[config.mk]
export PLATFORM = sky130hd
export DESIGN_NAME = dpc_port_ctrl
export DESIGN_NICKNAME = d
export VERILOG_FILES = /design/src/dpc_pkg.sv /design/src/dpc_sync.sv /design/src/dpc_port_ctrl.sv
export SDC_FILE = /design/constraint.sdc
export NUM_CORES = 1
export LEC_CHECK = 0
export ABC_AREA = 1
export BUFFER_PORTS_ARGS = -buffer_cell sky130_fd_sc_hd__buf_2
export CAP_MARGIN = 15
export CORE_AREA = 2 2 89 91
export CTS_BUF_LIST = sky130_fd_sc_hd__clkbuf_8
export DETAILED_ROUTE_END_ITERATION = 16
export DIE_AREA = 0 0 91 93
export GPL_ROUTABILITY_DRIVEN = 1
export SKIP_CTS_REPAIR_TIMING = 1
export SLEW_MARGIN = 25
export SYNTH_ARGS = -nofsm -noshare
export SYNTH_HDL_FRONTEND = slang
export SYNTH_SLANG_ARGS = --single-unit
export TNS_END_PERCENT = 30
[constraint.sdc]
create_clock -name sys_clk -period 3.2 [get_ports sys_clk]
set_input_delay 0.16 -clock sys_clk [delete_from_list [all_inputs] [get_ports sys_clk]]
set_output_delay 0.16 -clock sys_clk [all_outputs]
set_load 0.01 [all_outputs]
[src/dpc_pkg.sv]
package dpc_pkg;

  // Width of a word address on one port.
  localparam int ADDR_W = 16;
  // Width of one data word.
  localparam int DATA_W = 8;
  // Number of words in the memory.
  localparam int DEPTH = 65536;
  // Number of address bits that pick a flag in flag space.
  localparam int FLAG_SEL_W = 3;

  // Time that the strobes are held active, in nanoseconds.
  localparam int STROBE_NS = 40;
  // Clock period in nanoseconds.
  localparam int CLK_NS = 20;
  // Cycles that an active strobe is held, rounded up, at least one.
  localparam int STROBE_CYC = (STROBE_NS + CLK_NS - 1) / CLK_NS;
  // Time between strobe end and the next access, in nanoseconds.
  localparam int RECOVER_NS = 20;
  // Cycles of recovery, rounded up, at least one.
  localparam int RECOVER_CYC = (RECOVER_NS + CLK_NS - 1) / CLK_NS;
  // Width of the cycle counter.
  localparam int CNT_W = 4;

  // Values after reset of the pin drivers.
  localparam logic PIN_SEL_N_RST = 1'b1;
  localparam logic PIN_SEL_HI_RST = 1'b0;
  localparam logic PIN_WE_N_RST = 1'b1;
  localparam logic PIN_OE_N_RST = 1'b1;
  localparam logic PIN_FLAG_N_RST = 1'b1;

  // Kinds of request that the user side may make.
  typedef enum logic [1:0] {
    DPC_OP_READ = 2'b00,
    DPC_OP_WRITE = 2'b01,
    DPC_OP_FLAG_READ = 2'b10,
    DPC_OP_FLAG_WRITE = 2'b11
  } dpc_op_t;

  // States of one port sequencer.
  typedef enum logic [3:0] {
    DPC_IDLE = 4'b0001,
    DPC_SETUP = 4'b0010,
    DPC_STROBE = 4'b0100,
    DPC_RECOVER = 4'b1000
  } dpc_state_t;

endpackage

[src/dpc_sync.sv]
`timescale 1ns/1ps
// Two-stage synchroniser for inputs that come from the pins.
module dpc_sync #(
  parameter int W = 1
) (
  input  wire logic         sys_clk,
  input  wire logic         rst_n,
  input  wire logic [W-1:0] d,
  output logic      [W-1:0] q
);

  logic [W-1:0] stage1;

  // The first stage is read only by the second stage.
  always_ff @(posedge sys_clk) begin
    if (!rst_n) begin
      stage1 <= '0;
      q      <= '0;
    end else begin
      stage1 <= d;
      q      <= stage1;
    end
  end

endmodule

[src/dpc_port_ctrl.sv]
`timescale 1ns/1ps
// This controller drives one port of the memory; instantiate it once per port.
module dpc_port_ctrl (
  input  wire logic                        sys_clk,
  input  wire logic                        rst_n,
  input  wire logic                        req_valid,
  input  wire dpc_pkg::dpc_op_t            req_op,
  input  wire logic [dpc_pkg::ADDR_W-1:0]  req_addr,
  input  wire logic [dpc_pkg::DATA_W-1:0]  req_wdata,
  input  wire logic                        bank_hit,
  output logic                             req_ready,
  output logic                             rsp_valid,
  output logic      [dpc_pkg::DATA_W-1:0]  rsp_rdata,
  output logic                             busy_seen,
  output logic                             intr_seen,
  output logic                             port_select_n,
  output logic                             port_select_hi,
  output logic                             write_n,
  output logic                             out_gate_n,
  output logic                             flag_space_select_n,
  output logic      [dpc_pkg::ADDR_W-1:0]  addr,
  output logic      [dpc_pkg::DATA_W-1:0]  data_out,
  output logic                             data_oe,
  input  wire logic [dpc_pkg::DATA_W-1:0]  data_in,
  input  wire logic                        busy_n,
  input  wire logic                        intr_n
);

  dpc_pkg::dpc_state_t             state;
  dpc_pkg::dpc_op_t                op;
  logic [dpc_pkg::CNT_W-1:0]       cnt;
  logic [dpc_pkg::DATA_W-1:0]      data_sync;
  logic                            busy_sync_n;
  logic                            intr_sync_n;
  logic                            stall;
  logic                            hit;

  // Decodes whether a kind of request goes to flag space.
  function automatic logic is_flag(input dpc_pkg::dpc_op_t o);
    is_flag = (o == dpc_pkg::DPC_OP_FLAG_READ) || (o == dpc_pkg::DPC_OP_FLAG_WRITE);
  endfunction

  // Decodes whether a kind of request writes.
  function automatic logic is_write(input dpc_pkg::dpc_op_t o);
    is_write = (o == dpc_pkg::DPC_OP_WRITE) || (o == dpc_pkg::DPC_OP_FLAG_WRITE);
  endfunction

  // Pin inputs pass two flip-flops before any logic reads them.
  dpc_sync #(
    .W(dpc_pkg::DATA_W + 2)
  ) u_sync (
    .sys_clk (sys_clk),
    .rst_n   (rst_n),
    .d       ({data_in, busy_n, intr_n}),
    .q       ({data_sync, busy_sync_n, intr_sync_n})
  );

  // A slave's busy input stretches the strobe of a memory access while the arbiter holds it low; flag accesses ignore it.
  assign stall = !busy_sync_n && !is_flag(op);

  // Sequencer: setup, strobe for the set time, then recovery.
  always_ff @(posedge sys_clk) begin
    if (!rst_n) begin
      state <= dpc_pkg::DPC_IDLE;
      cnt   <= '0;
      op    <= dpc_pkg::DPC_OP_READ;
    end else begin
      case (state)
        dpc_pkg::DPC_IDLE: begin
          if (req_valid && req_ready) begin
            op    <= req_op;
            state <= dpc_pkg::DPC_SETUP;
          end
        end
        dpc_pkg::DPC_SETUP: begin
          cnt   <= dpc_pkg::CNT_W'(dpc_pkg::STROBE_CYC);
          state <= dpc_pkg::DPC_STROBE;
        end
        dpc_pkg::DPC_STROBE: begin
          if (!stall) begin
            if (cnt <= 1) begin
              cnt   <= dpc_pkg::CNT_W'(dpc_pkg::RECOVER_CYC);
              state <= dpc_pkg::DPC_RECOVER;
            end else begin
              cnt <= cnt - 1'b1;
            end
          end
        end
        dpc_pkg::DPC_RECOVER: begin
          if (cnt <= 1) begin
            state <= dpc_pkg::DPC_IDLE;
          end else begin
            cnt <= cnt - 1'b1;
          end
        end
        default: begin
          state <= dpc_pkg::DPC_IDLE;
        end
      endcase
    end
  end

  // Request is accepted only in idle; ready is a registered level.
  always_ff @(posedge sys_clk) begin
    if (!rst_n) begin
      req_ready <= 1'b0;
    end else begin
      req_ready <= (state == dpc_pkg::DPC_IDLE) && !(req_valid && req_ready)
                   || (state == dpc_pkg::DPC_RECOVER && cnt <= 1);
    end
  end

  // Address, data and bank hit are latched with the request and held for the access.
  always_ff @(posedge sys_clk) begin
    if (!rst_n) begin
      addr     <= '0;
      data_out <= '0;
      hit      <= 1'b0;
    end else if (state == dpc_pkg::DPC_IDLE && req_valid && req_ready) begin
      addr     <= req_addr;
      data_out <= req_wdata;
      hit      <= bank_hit; // The bank choice may change once the request is taken.
    end
  end

  // Chip enables and flag select follow the sequencer state.
  always_ff @(posedge sys_clk) begin
    if (!rst_n) begin
      port_select_n       <= dpc_pkg::PIN_SEL_N_RST;
      port_select_hi      <= dpc_pkg::PIN_SEL_HI_RST;
      flag_space_select_n <= dpc_pkg::PIN_FLAG_N_RST;
    end else if (state == dpc_pkg::DPC_SETUP || state == dpc_pkg::DPC_STROBE) begin
      port_select_n       <= !(hit && !is_flag(op));
      port_select_hi      <= hit && !is_flag(op);
      flag_space_select_n <= !(hit && is_flag(op));
    end else begin
      port_select_n       <= 1'b1;
      port_select_hi      <= 1'b0;
      flag_space_select_n <= 1'b1;
    end
  end

  // Write strobe, output gate and data drive during the strobe phase.
  always_ff @(posedge sys_clk) begin
    if (!rst_n) begin
      write_n    <= dpc_pkg::PIN_WE_N_RST;
      out_gate_n <= dpc_pkg::PIN_OE_N_RST;
      data_oe    <= 1'b0;
    end else if (state == dpc_pkg::DPC_SETUP
                 || (state == dpc_pkg::DPC_STROBE && (stall || cnt > 1))) begin
      write_n    <= !is_write(op);
      out_gate_n <= is_write(op);
      data_oe    <= is_write(op) && hit; // A deselected port must not see driven data.
    end else begin
      write_n    <= 1'b1;
      out_gate_n <= 1'b1;
      data_oe    <= 1'b0;
    end
  end

  // Read data is taken in the first recovery cycle, once it has passed both sync stages.
  always_ff @(posedge sys_clk) begin
    if (!rst_n) begin
      rsp_valid <= 1'b0;
      rsp_rdata <= '0;
    end else begin
      rsp_valid <= state == dpc_pkg::DPC_RECOVER
                   && cnt == dpc_pkg::CNT_W'(dpc_pkg::RECOVER_CYC) && !is_write(op);
      if (state == dpc_pkg::DPC_RECOVER
          && cnt == dpc_pkg::CNT_W'(dpc_pkg::RECOVER_CYC) && !is_write(op)) begin
        rsp_rdata <= data_sync;
      end
    end
  end

  // Busy and interrupt levels as seen at the pins.
  always_ff @(posedge sys_clk) begin
    if (!rst_n) begin
      busy_seen <= 1'b0;
      intr_seen <= 1'b0;
    end else begin
      busy_seen <= !busy_sync_n;
      intr_seen <= !intr_sync_n;
    end
  end

  strobe_excl_a: assert property (@(posedge sys_clk) disable iff (!rst_n)
    !(!write_n && !out_gate_n)) else $error("write and output gate both low");

  drive_gate_a: assert property (@(posedge sys_clk) disable iff (!rst_n)
    data_oe |-> out_gate_n) else $error("data driven while output gate low");

  flag_excl_a: assert property (@(posedge sys_clk) disable iff (!rst_n)
    !flag_space_select_n |-> port_select_n && !port_select_hi)
    else $error("flag select with chip enabled");

  select_pair_a: assert property (@(posedge sys_clk) disable iff (!rst_n)
    port_select_n == !port_select_hi) else $error("selects out of step");

  idle_desel_a: assert property (@(posedge sys_clk) disable iff (!rst_n)
    $past(state) == dpc_pkg::DPC_IDLE |-> port_select_n && flag_space_select_n)
    else $error("selected while idle");

  read_rsp_a: assert property (@(posedge sys_clk) disable iff (!rst_n)
    $fell(out_gate_n) && busy_sync_n |-> ##[1:4] rsp_valid)
    else $error("read without response");

  desel_float_a: assert property (@(posedge sys_clk) disable iff (!rst_n)
    port_select_n && flag_space_select_n |-> !data_oe) else $error("drive while deselected");

  busy_hold_a: assert property (@(posedge sys_clk) disable iff (!rst_n)
    state == dpc_pkg::DPC_STROBE && stall |=> state == dpc_pkg::DPC_STROBE)
    else $error("strobe ended while busy");

endmodule

Word level (Yosys, flattened, before mapping)
Index checks and enable logic that the tools add are counted.
- eq/ne operators: 13
- multiplexer cells: 9
- add/subtract/negate cells: 1
- reduce and logical (&&, ||, !) cells: 31
- order comparisons: 2
- operators with widths (cell ; count):
    2-to-1 mux 4 bit ; 7
    case mux 4 bit (4 select lines) ; 1
    logical AND 1 bit ; 12
    case mux 4 bit (3 select lines) ; 1
    == test 4 x 1 -> 1 bit, second input constant ; 2
    != test 2 bit, second input constant ; 4
    zero test 1 bit ; 7
    logical OR 1 bit ; 6
    AND reduction 2 bit ; 3
    == test 2 bit, second input constant ; 2
    == test 4 x 2 -> 1 bit, second input constant ; 1
    == test 4 x 3 -> 1 bit, second input constant ; 1
    == test 4 bit, second input constant ; 1
    > comparator 4 x 1 -> 1 bit, second input constant ; 1
    <= comparator 4 x 1 -> 1 bit, second input constant ; 1
    AND reduction 4 bit ; 1
    subtractor 4 x 1 -> 4 bit, second input constant ; 1
    AND reduction 3 bit ; 1
    nonzero test 3 bit ; 1
    == test 2 x 1 -> 1 bit, second input constant ; 1
    != test 2 x 1 -> 1 bit, second input constant ; 1
- logic and storage cells: 75
- flip-flop bits (word level): 73
- input bits: 40
- output and inout bits: 42

Depth between registers and ports, before layout
Gate-level depths: netlist of the first run.
- depth after elaboration: 8
- mapped depth: 10
- gate-level depth less buffers: 10

Cells and area by module
Synthesis of the first run repeated with hierarchy kept, for this count alone.
- cells, all modules: 324
- area total of the unflattened synthesis: 2692.6 sq um
- by module, submodules not included (module ; area each (sq um) ; cells an instance ; times used ; seq. area each (sq um)):
    dpc_port_ctrl ; 2119.5 ; 262 ; 1 ; 1061.0
    dpc_sync ; 573.0 ; 62 ; 1 ; 400.4

Least setup slack after synthesis of the first run
No wires, ideal clock.
- kind: register to register
- start: register cnt[0] (netlist bit)
- end: register data_oe
- setup time: 64 ps
- cell stages (with the launch flop): 8
- data arrival time: 1363 ps
- period minus slack after synthesis: 1427 ps
- path buffers: 0
- path slack: 1773 ps
- required time: 3136 ps
- cells stage by stage: dfxtp_1 > inv_1 > ha_1 > o21ai_0 > o21ai_2 > a21oi_4 > nand2_2 > nor2_1
- longest elaborated chain between the ends: 5
- ends and longest elaborated chain (item ; line ; text):
    start: declaration ; dpc_port_ctrl.sv:31 ; logic [dpc_pkg::CNT_W-1:0] cnt;
    start signal: assignment ; dpc_port_ctrl.sv:76 ; cnt <= dpc_pkg::CNT_W'(dpc_pkg::STROBE_CYC);
    start signal: assignment ; dpc_port_ctrl.sv:82 ; cnt <= dpc_pkg::CNT_W'(dpc_pkg::RECOVER_CYC);
    start signal: assignment ; dpc_port_ctrl.sv:85 ; cnt <= cnt - 1'b1;
    > comparator 4 x 1 -> 1 bit ; dpc_port_ctrl.sv:150 ; || (state == dpc_pkg::DPC_STROBE && (stall || cnt > 1))) begin
    logical OR 1 bit ; dpc_port_ctrl.sv:150 ;
    logical AND 1 bit ; dpc_port_ctrl.sv:150 ;
    logical OR 1 bit ; dpc_port_ctrl.sv:150 ;
    AND reduction 2 bit (no source line) ; - ;
    end signal: assignment ; dpc_port_ctrl.sv:153 ; data_oe <= is_write(op) && hit;
    end: declaration ; dpc_port_ctrl.sv:23 ; output logic data_oe,
Every way passes these cells.
A chain may end at the register's enable or synchronous reset.

Final worst setup path of the first run
- start: register req_ready
- end: register addr[13] (netlist bit)
- longest elaborated chain between the ends: 1
- ends and longest elaborated chain (item ; line ; text):
    start: declaration ; dpc_port_ctrl.sv:11 ; output logic req_ready,
    start signal: assignment ; dpc_port_ctrl.sv:108 ; req_ready <= (state == dpc_pkg::DPC_IDLE) && !(req_valid && req_ready)
    logical AND 1 bit ; dpc_port_ctrl.sv:119 ; end else if (state == dpc_pkg::DPC_IDLE && req_valid && req_ready) begin
    end signal: assignment ; dpc_port_ctrl.sv:120 ; addr <= req_addr;
    end: declaration ; dpc_port_ctrl.sv:21 ; output logic [dpc_pkg::ADDR_W-1:0] addr,
Every way passes these cells.

==> results of run 1 <==
-- worst register-to-register path: cells and delay by family (launching register included) --
family	cells	cell delay, ns
and+or+nand+nor	3	0.79
buffers and inverters	1	0.49
DFF	1	0.34
AOI/OAI and AO/OA	1	0.06
-- power breakdown --
part	total, mW	leakage, nW	switching (mW)	internal (mW)
sequential	0.967	0.596	0.0198	0.948
clock	0.703	0.0970	0.343	0.360
combinational	0.223	0.952	0.138	0.0848
total	1.89	1.65	0.501	1.39
-- placed cells by master (no fill, tap or decap), types with 3 or more instances in the layout --
cell type,netlist,layout
nor3_1,3,3
clkbuf_8,2,9
a21oi_1,8,8
nand3_2,20,20
dlygate4sd3_1,0,7
dfxtp_1,73,73
nand2_2,5,5
nand2_1,70,70
a21oi_2,22,22
inv_2,3,3
inv_1,30,31
buf_2,5,81
nor2_2,3,3
nor2_1,35,35
o21ai_0,10,10
nand3_1,18,18
-- synthesized netlist by cell type, types with 2 or more instances --
cell type / instances / area (um2)
a21oi_1: 8 / 40.0
a21oi_2: 22 / 193
buf_12: 2 / 40.0
buf_2: 5 / 25.0
clkbuf_1: 4 / 15.0
clkbuf_8: 2 / 27.5
dfxtp_1: 73 / 1460
ha_1: 2 / 25.0
inv_1: 30 / 113
inv_2: 3 / 11.3
nand2_1: 70 / 263
nand2_2: 5 / 31.3
nand3_1: 18 / 90.1
nand3_2: 20 / 200
nand4_1: 2 / 12.5
nor2_1: 35 / 131
nor2_2: 3 / 18.8
nor2_4: 2 / 22.5
nor3_1: 3 / 15.0
o21ai_0: 10 / 50.1
-- layer usage --
layer,track usage [%],wire length [um]
met1,18.3,2770
met2,23.7,2770
met3,4.27,271
met4,6.06,105
met5,0,0
-- sequential cells by signal, summed over array words and instances (netlist names), 2 cells and up --
name and cells:
state 4, u_sync.q 10, u_sync.stage1 10, data_out 8
addr 16, rsp_rdata 8, cnt 4, op 2
-- final timing paths --
path | startpoint | end | depth (start not counted)
worst max-delay path | req_ready | addr[13] | 5
worst min-delay path | intr_n | u_sync.stage1[0] | 3
worst max register to register | req_ready | addr[13] | 5
worst min register to register | u_sync.q[0] | intr_seen | 1
-- through the flow --
step | instance area, um2 | hold slack [ns] | worst slack (ns) | util, %
3_3_place_gp | 3300 | 0.339 | 1.43 | 43.9
2_1_floorplan | 2870 | 0.258 | 1.77 | -
5_1_grt | 3570 | 0.0234 | 1.22 | 47.4
3_5_place_dp | 3300 | 0.344 | 1.38 | 43.9
4_1_cts | 3500 | -0.0192 | 1.37 | 46.5
6_report | 3570 | -0.00234 | 1.40 | 47.4
-- logic make-up after synthesis --
group	count (synthesis)	synth area share (%)
buffers and inverters	48	8.58
xor gates and xnor gates	1	0.305
adders and majority gates	2	0.871
AOI/OAI and AO/OA	44	11.1
DFF	73	50.8
and+or+nand+nor	160	28.3
-- area by class of cell --
cell class | instances | area [um2]
clock inverter | 7 | 71.3
sequential | 73 | 1460
timing repair buffer | 90 | 490
inverter | 34 | 128
multi-input combinational | 207 | 1170
fill | 793 | 3960
tap | 102 | 128
clock buffer | 9 | 124
==> impl_metrics.yaml, run 1 <==
synth:
  ys_warn_count: 0
  dominantRegCellSynth: "dfxtp_1"
  synth_area_mm2: 0.00287
  synth_seq_cells: 73
  yosysSeqAreaShare_pct: 50.8
  syn_avg_cell_area_um2: 8.76
  async_flop_share_pct: 0
  synth_edf_count: 0
  syn_nets: 370
  postSynthCellCount: 328
  synth.distinct_cells: 29
final_layout:
  nets: 457
  fin_cells: 522
  drive_gt1_share_pct: 37.1
  syn2layout_area_growth_pct: 24.2
  diodes: 0
worst_hold_path:
  hp-class: "input port to flop"
die:
  start_util_pct: 38.2
  dieArea_mm2: 0.00846
  pin_count: 82
  die_width_um: 91
  std_cell_rows: 32
  die_height_um: 93
  core_area_mm2: 0.00753
routing:
  ant_nets: 0
  routed_wl_um: 5920
  wire_per_inst_um: 11.3
  drtIter0Drc: 109
  via_per_inst: 4.50
  routed-via-count: 2351
  drc_errors: 0
  first_pass_iters: 4
sta:
  fin_tns_setup_ns: 0
  tightest_slew_ns: 0.657
  setup_viol: 0
  skew_ns: 0.0114
  grt_setup_unrepaired: "no"
  min_period_over_period_pct: 56.3
  slew_headroom_pct: 56.2
  fin_hold_ws_ns: -0.00234
  drv_slew: 0
  timing_hold_violations_final: 1
  fin_crit_ns: 1.80
  max_clock_freq_ghz: 0.555
placement:
  place.gp.congestion: 0.801
  dp_hpwl_um: 3970
  io_buffer_count: 81
  post-place-cells: 499
clock_tree:
  cts_made_buffers: 9
  clock-sinks: 73
  cts_root_buffer: "clkbuf_8"
  cts_tree: "yes"
  clkTransAtPathRegs_ns: 0.08
  clk_latency_ns: 0.34
  h-tree-depth: 3
  clock_path_buffers: 2
worst_setup_path:
  path_class: "flop to flop"
  arrival_ns: 2.01
  slowest_stage: "inv_2"
  crit_top_cell: "nand2_1"
  path_cells: "nand2_1, inv_2, nand2_2, nand2_1, a21oi_2"
  cp_top_family: "simple AND/OR/NAND/NOR gates"
  slowest_delay_ns: 0.49
  cp.required_ns: 3.41
  critPathMaxFanout: 28
  r2r_setup_slack_ns: 1.40
  startpoint_type: "flop"
  cp_num_buf_inv: 1
  endpoint_kind: "flop"
power_and_ir_drop:
  irDropWorstVdd_uv: 270
  power.density_mw_per_mm2: 531
  total_power_mw: 1.89
  leakagePower_nw: 1.65
grt:
  grt_usage_pct: 14.6
  grt_pass1_wl_um: 9930
  antenna_found_initial: 0
  grt_pass1_vias: 2175
  overflow: 0
  grt_max_degree: 37
flow_run:
  cap_violations: 0
run_status:
  status: "finished, violations left"
  failed_checks: "hold timing"
No activity file was read; power rests on OpenSTA's default activity.
==> run 2, diff against run 1 <==
==> constraint.sdc (replaced) <==
create_clock -name sys_clk -period 1.6 [get_ports sys_clk]
set_input_delay 0.08 -clock sys_clk [delete_from_list [all_inputs] [get_ports sys_clk]]
set_output_delay 0.08 -clock sys_clk [all_outputs]
set_load 0.01 [all_outputs]
==> run 2 against run 1 <==
The run now ends clean. Die area stayed put. Sequential cell count stayed put. Worst setup slack worse by 1.2 ns. Sequential share of layout area is 3.7 points lower. Combinational power is 140% higher.
==> impl_metrics.yaml, run 2 (synthesis gave the netlist of run 1 again) <==
run_status:
  status: "complete, no violations"
routing:
  via_per_inst: 4.47
  first_pass_iters: 4
  drc_errors: 0
  drtIter0Drc: 75
  routed_wl_um: 6350
  ant_nets: 0
  wire_per_inst_um: 11.5
  routed-via-count: 2470
grt:
  grt_pass1_vias: 2138
  antenna_found_initial: 0
  grt_usage_pct: 14.5
  overflow: 0
  grt_pass1_wl_um: 9710
  grt_max_degree: 29
die:
  dieArea_mm2: 0.00846
  pin_count: 82
  std_cell_rows: 32
  core_area_mm2: 0.00753
  die_width_um: 91
  die_height_um: 93
  start_util_pct: 38.2
placement:
  place.gp.congestion: 0.736
  dp_hpwl_um: 4140
  io_buffer_count: 81
clock_tree:
  cts_made_buffers: 9
  clock_path_buffers: 2
  h-tree-depth: 3
  cts_tree: "yes"
  clkTransAtPathRegs_ns: 0.08
  cts_root_buffer: "clkbuf_8"
  clock-sinks: 73
  clk_latency_ns: 0.35
sta:
  min_period_over_period_pct: 90.4
  drv_slew: 0
  grt_setup_unrepaired: "no"
  fin_tns_setup_ns: 0
  skew_ns: 0.00915
  setup_viol: 0
  slew_headroom_pct: 73.1
  fin_crit_ns: 1.45
  timing_hold_violations_final: 0
  max_clock_freq_ghz: 0.691
  tightest_slew_ns: 0.400
  fin_hold_ws_ns: 0.00134
worst_setup_path:
  path_cells: "nor4_4, nand2_4, nand2_1, a21oi_2"
  endpoint_kind: "flop"
  cp.required_ns: 1.84
  startpoint_type: "flop"
  slowest_delay_ns: 0.45
  critPathMaxFanout: 28
  slowest_stage: "nor4_4"
  arrival_ns: 1.68
  path_class: "flop to flop"
final_layout:
  drive_gt1_share_pct: 36.9
  final_common_cell: "buf_2"
  syn2layout_area_growth_pct: 36.5
  largest_register_ffs: 16
  multi_input_area_mm2: 0.00118
  mostFrequentLayoutCells: "buf_2, dfxtp_1, nand2_1"
  regMostFlops: "addr"
  fill_cells: 751
  nets: 487
  final-seq-area_mm2: 0.00146
  reg.largest.list: "addr: 16 flops, u_sync.q: 10 flops, u_sync.stage1: 10 flops"
  diodes: 0
power_and_ir_drop:
  leakagePower_nw: 1.81
  total_power_mw: 4.20
  power.density_mw_per_mm2: 1070
  irDropWorstVdd_uv: 483
worst_hold_path:
  hp-class: "input port to flop"
flow_run:
  cap_violations: 0
-- run 2: changes by cell type in the layout (fill, tap and decap cells not counted), sizes merged --
cell and delta:
buf +6, bufinv +2, clkinv +1, clkinvlp -2, dlygate4sd3 +24, inv -1
-- run 2: worst paths after layout --
kind	startpoint	end	slack, ns	cells past startpoint
max reg2reg	state[2]	addr[1]	0.15	4
min	bank_hit	hit	0.001	3
min reg2reg	u_sync.q[0]	intr_seen	0.40	1
max	state[2]	addr[1]	0.15	4
-- run 2: area by class of cell --
| class | count | share of cell area [%] |
|---|---|---|
| clock buffers | 9 | 3.16 |
| inverters | 34 | 3.25 |
| multi-input cells | 207 | 30.0 |
| flip-flops and latches | 73 | 37.3 |
| clock inverters | 7 | 3.00 |
| repair buffers | 120 | 20.1 |
| well taps | 102 | 3.25 |
-- run 2: metal layers --
| metal | global-route usage, % | part of all wire, % | wire length [um] | vias to the layer above |
|---|---|---|---|---|
| met5 | 0 | 0 | 0 | - |
| li1 | - | - | - | 1271 |
| met2 | 22.8 | 47 | 3000 | 66 |
| met4 | 10.2 | 3.1 | 199 | 0 |
| met3 | 3.14 | 4.2 | 268 | 19 |
| met1 | 17.6 | 45 | 2890 | 1114 |
-- run 2: worst max-delay path, delay by kind of cell (launching register included) --
kind | cells | cell delay (ns)
and+or+nand+nor | 3 | 0.89
DFF | 1 | 0.37
AOI/OAI and AO/OA | 1 | 0.06
-- run 2: stage by stage --
| stage | setup slack (ns) | util (%) | std cells | area (um2) |
|---|---|---|---|---|
| after floorplan | 0.173 | - | 328 | 2870 |
| after global placement | 0.0864 | 44.6 | 505 | 3360 |
| after detailed placement | 0.0131 | 44.6 | 505 | 3360 |
| after CTS | 0.00592 | 47.9 | 521 | 3600 |
| after global routing | 0.0315 | 52.1 | 552 | 3920 |
| final | 0.154 | 52.1 | 552 | 3920 |
-- run 2: report_power, final --
part	total (mW)	switching, mW	internal (mW)
sequential	1.93	0.0375	1.90
combinational	0.531	0.298	0.234
clock	1.74	0.698	1.04
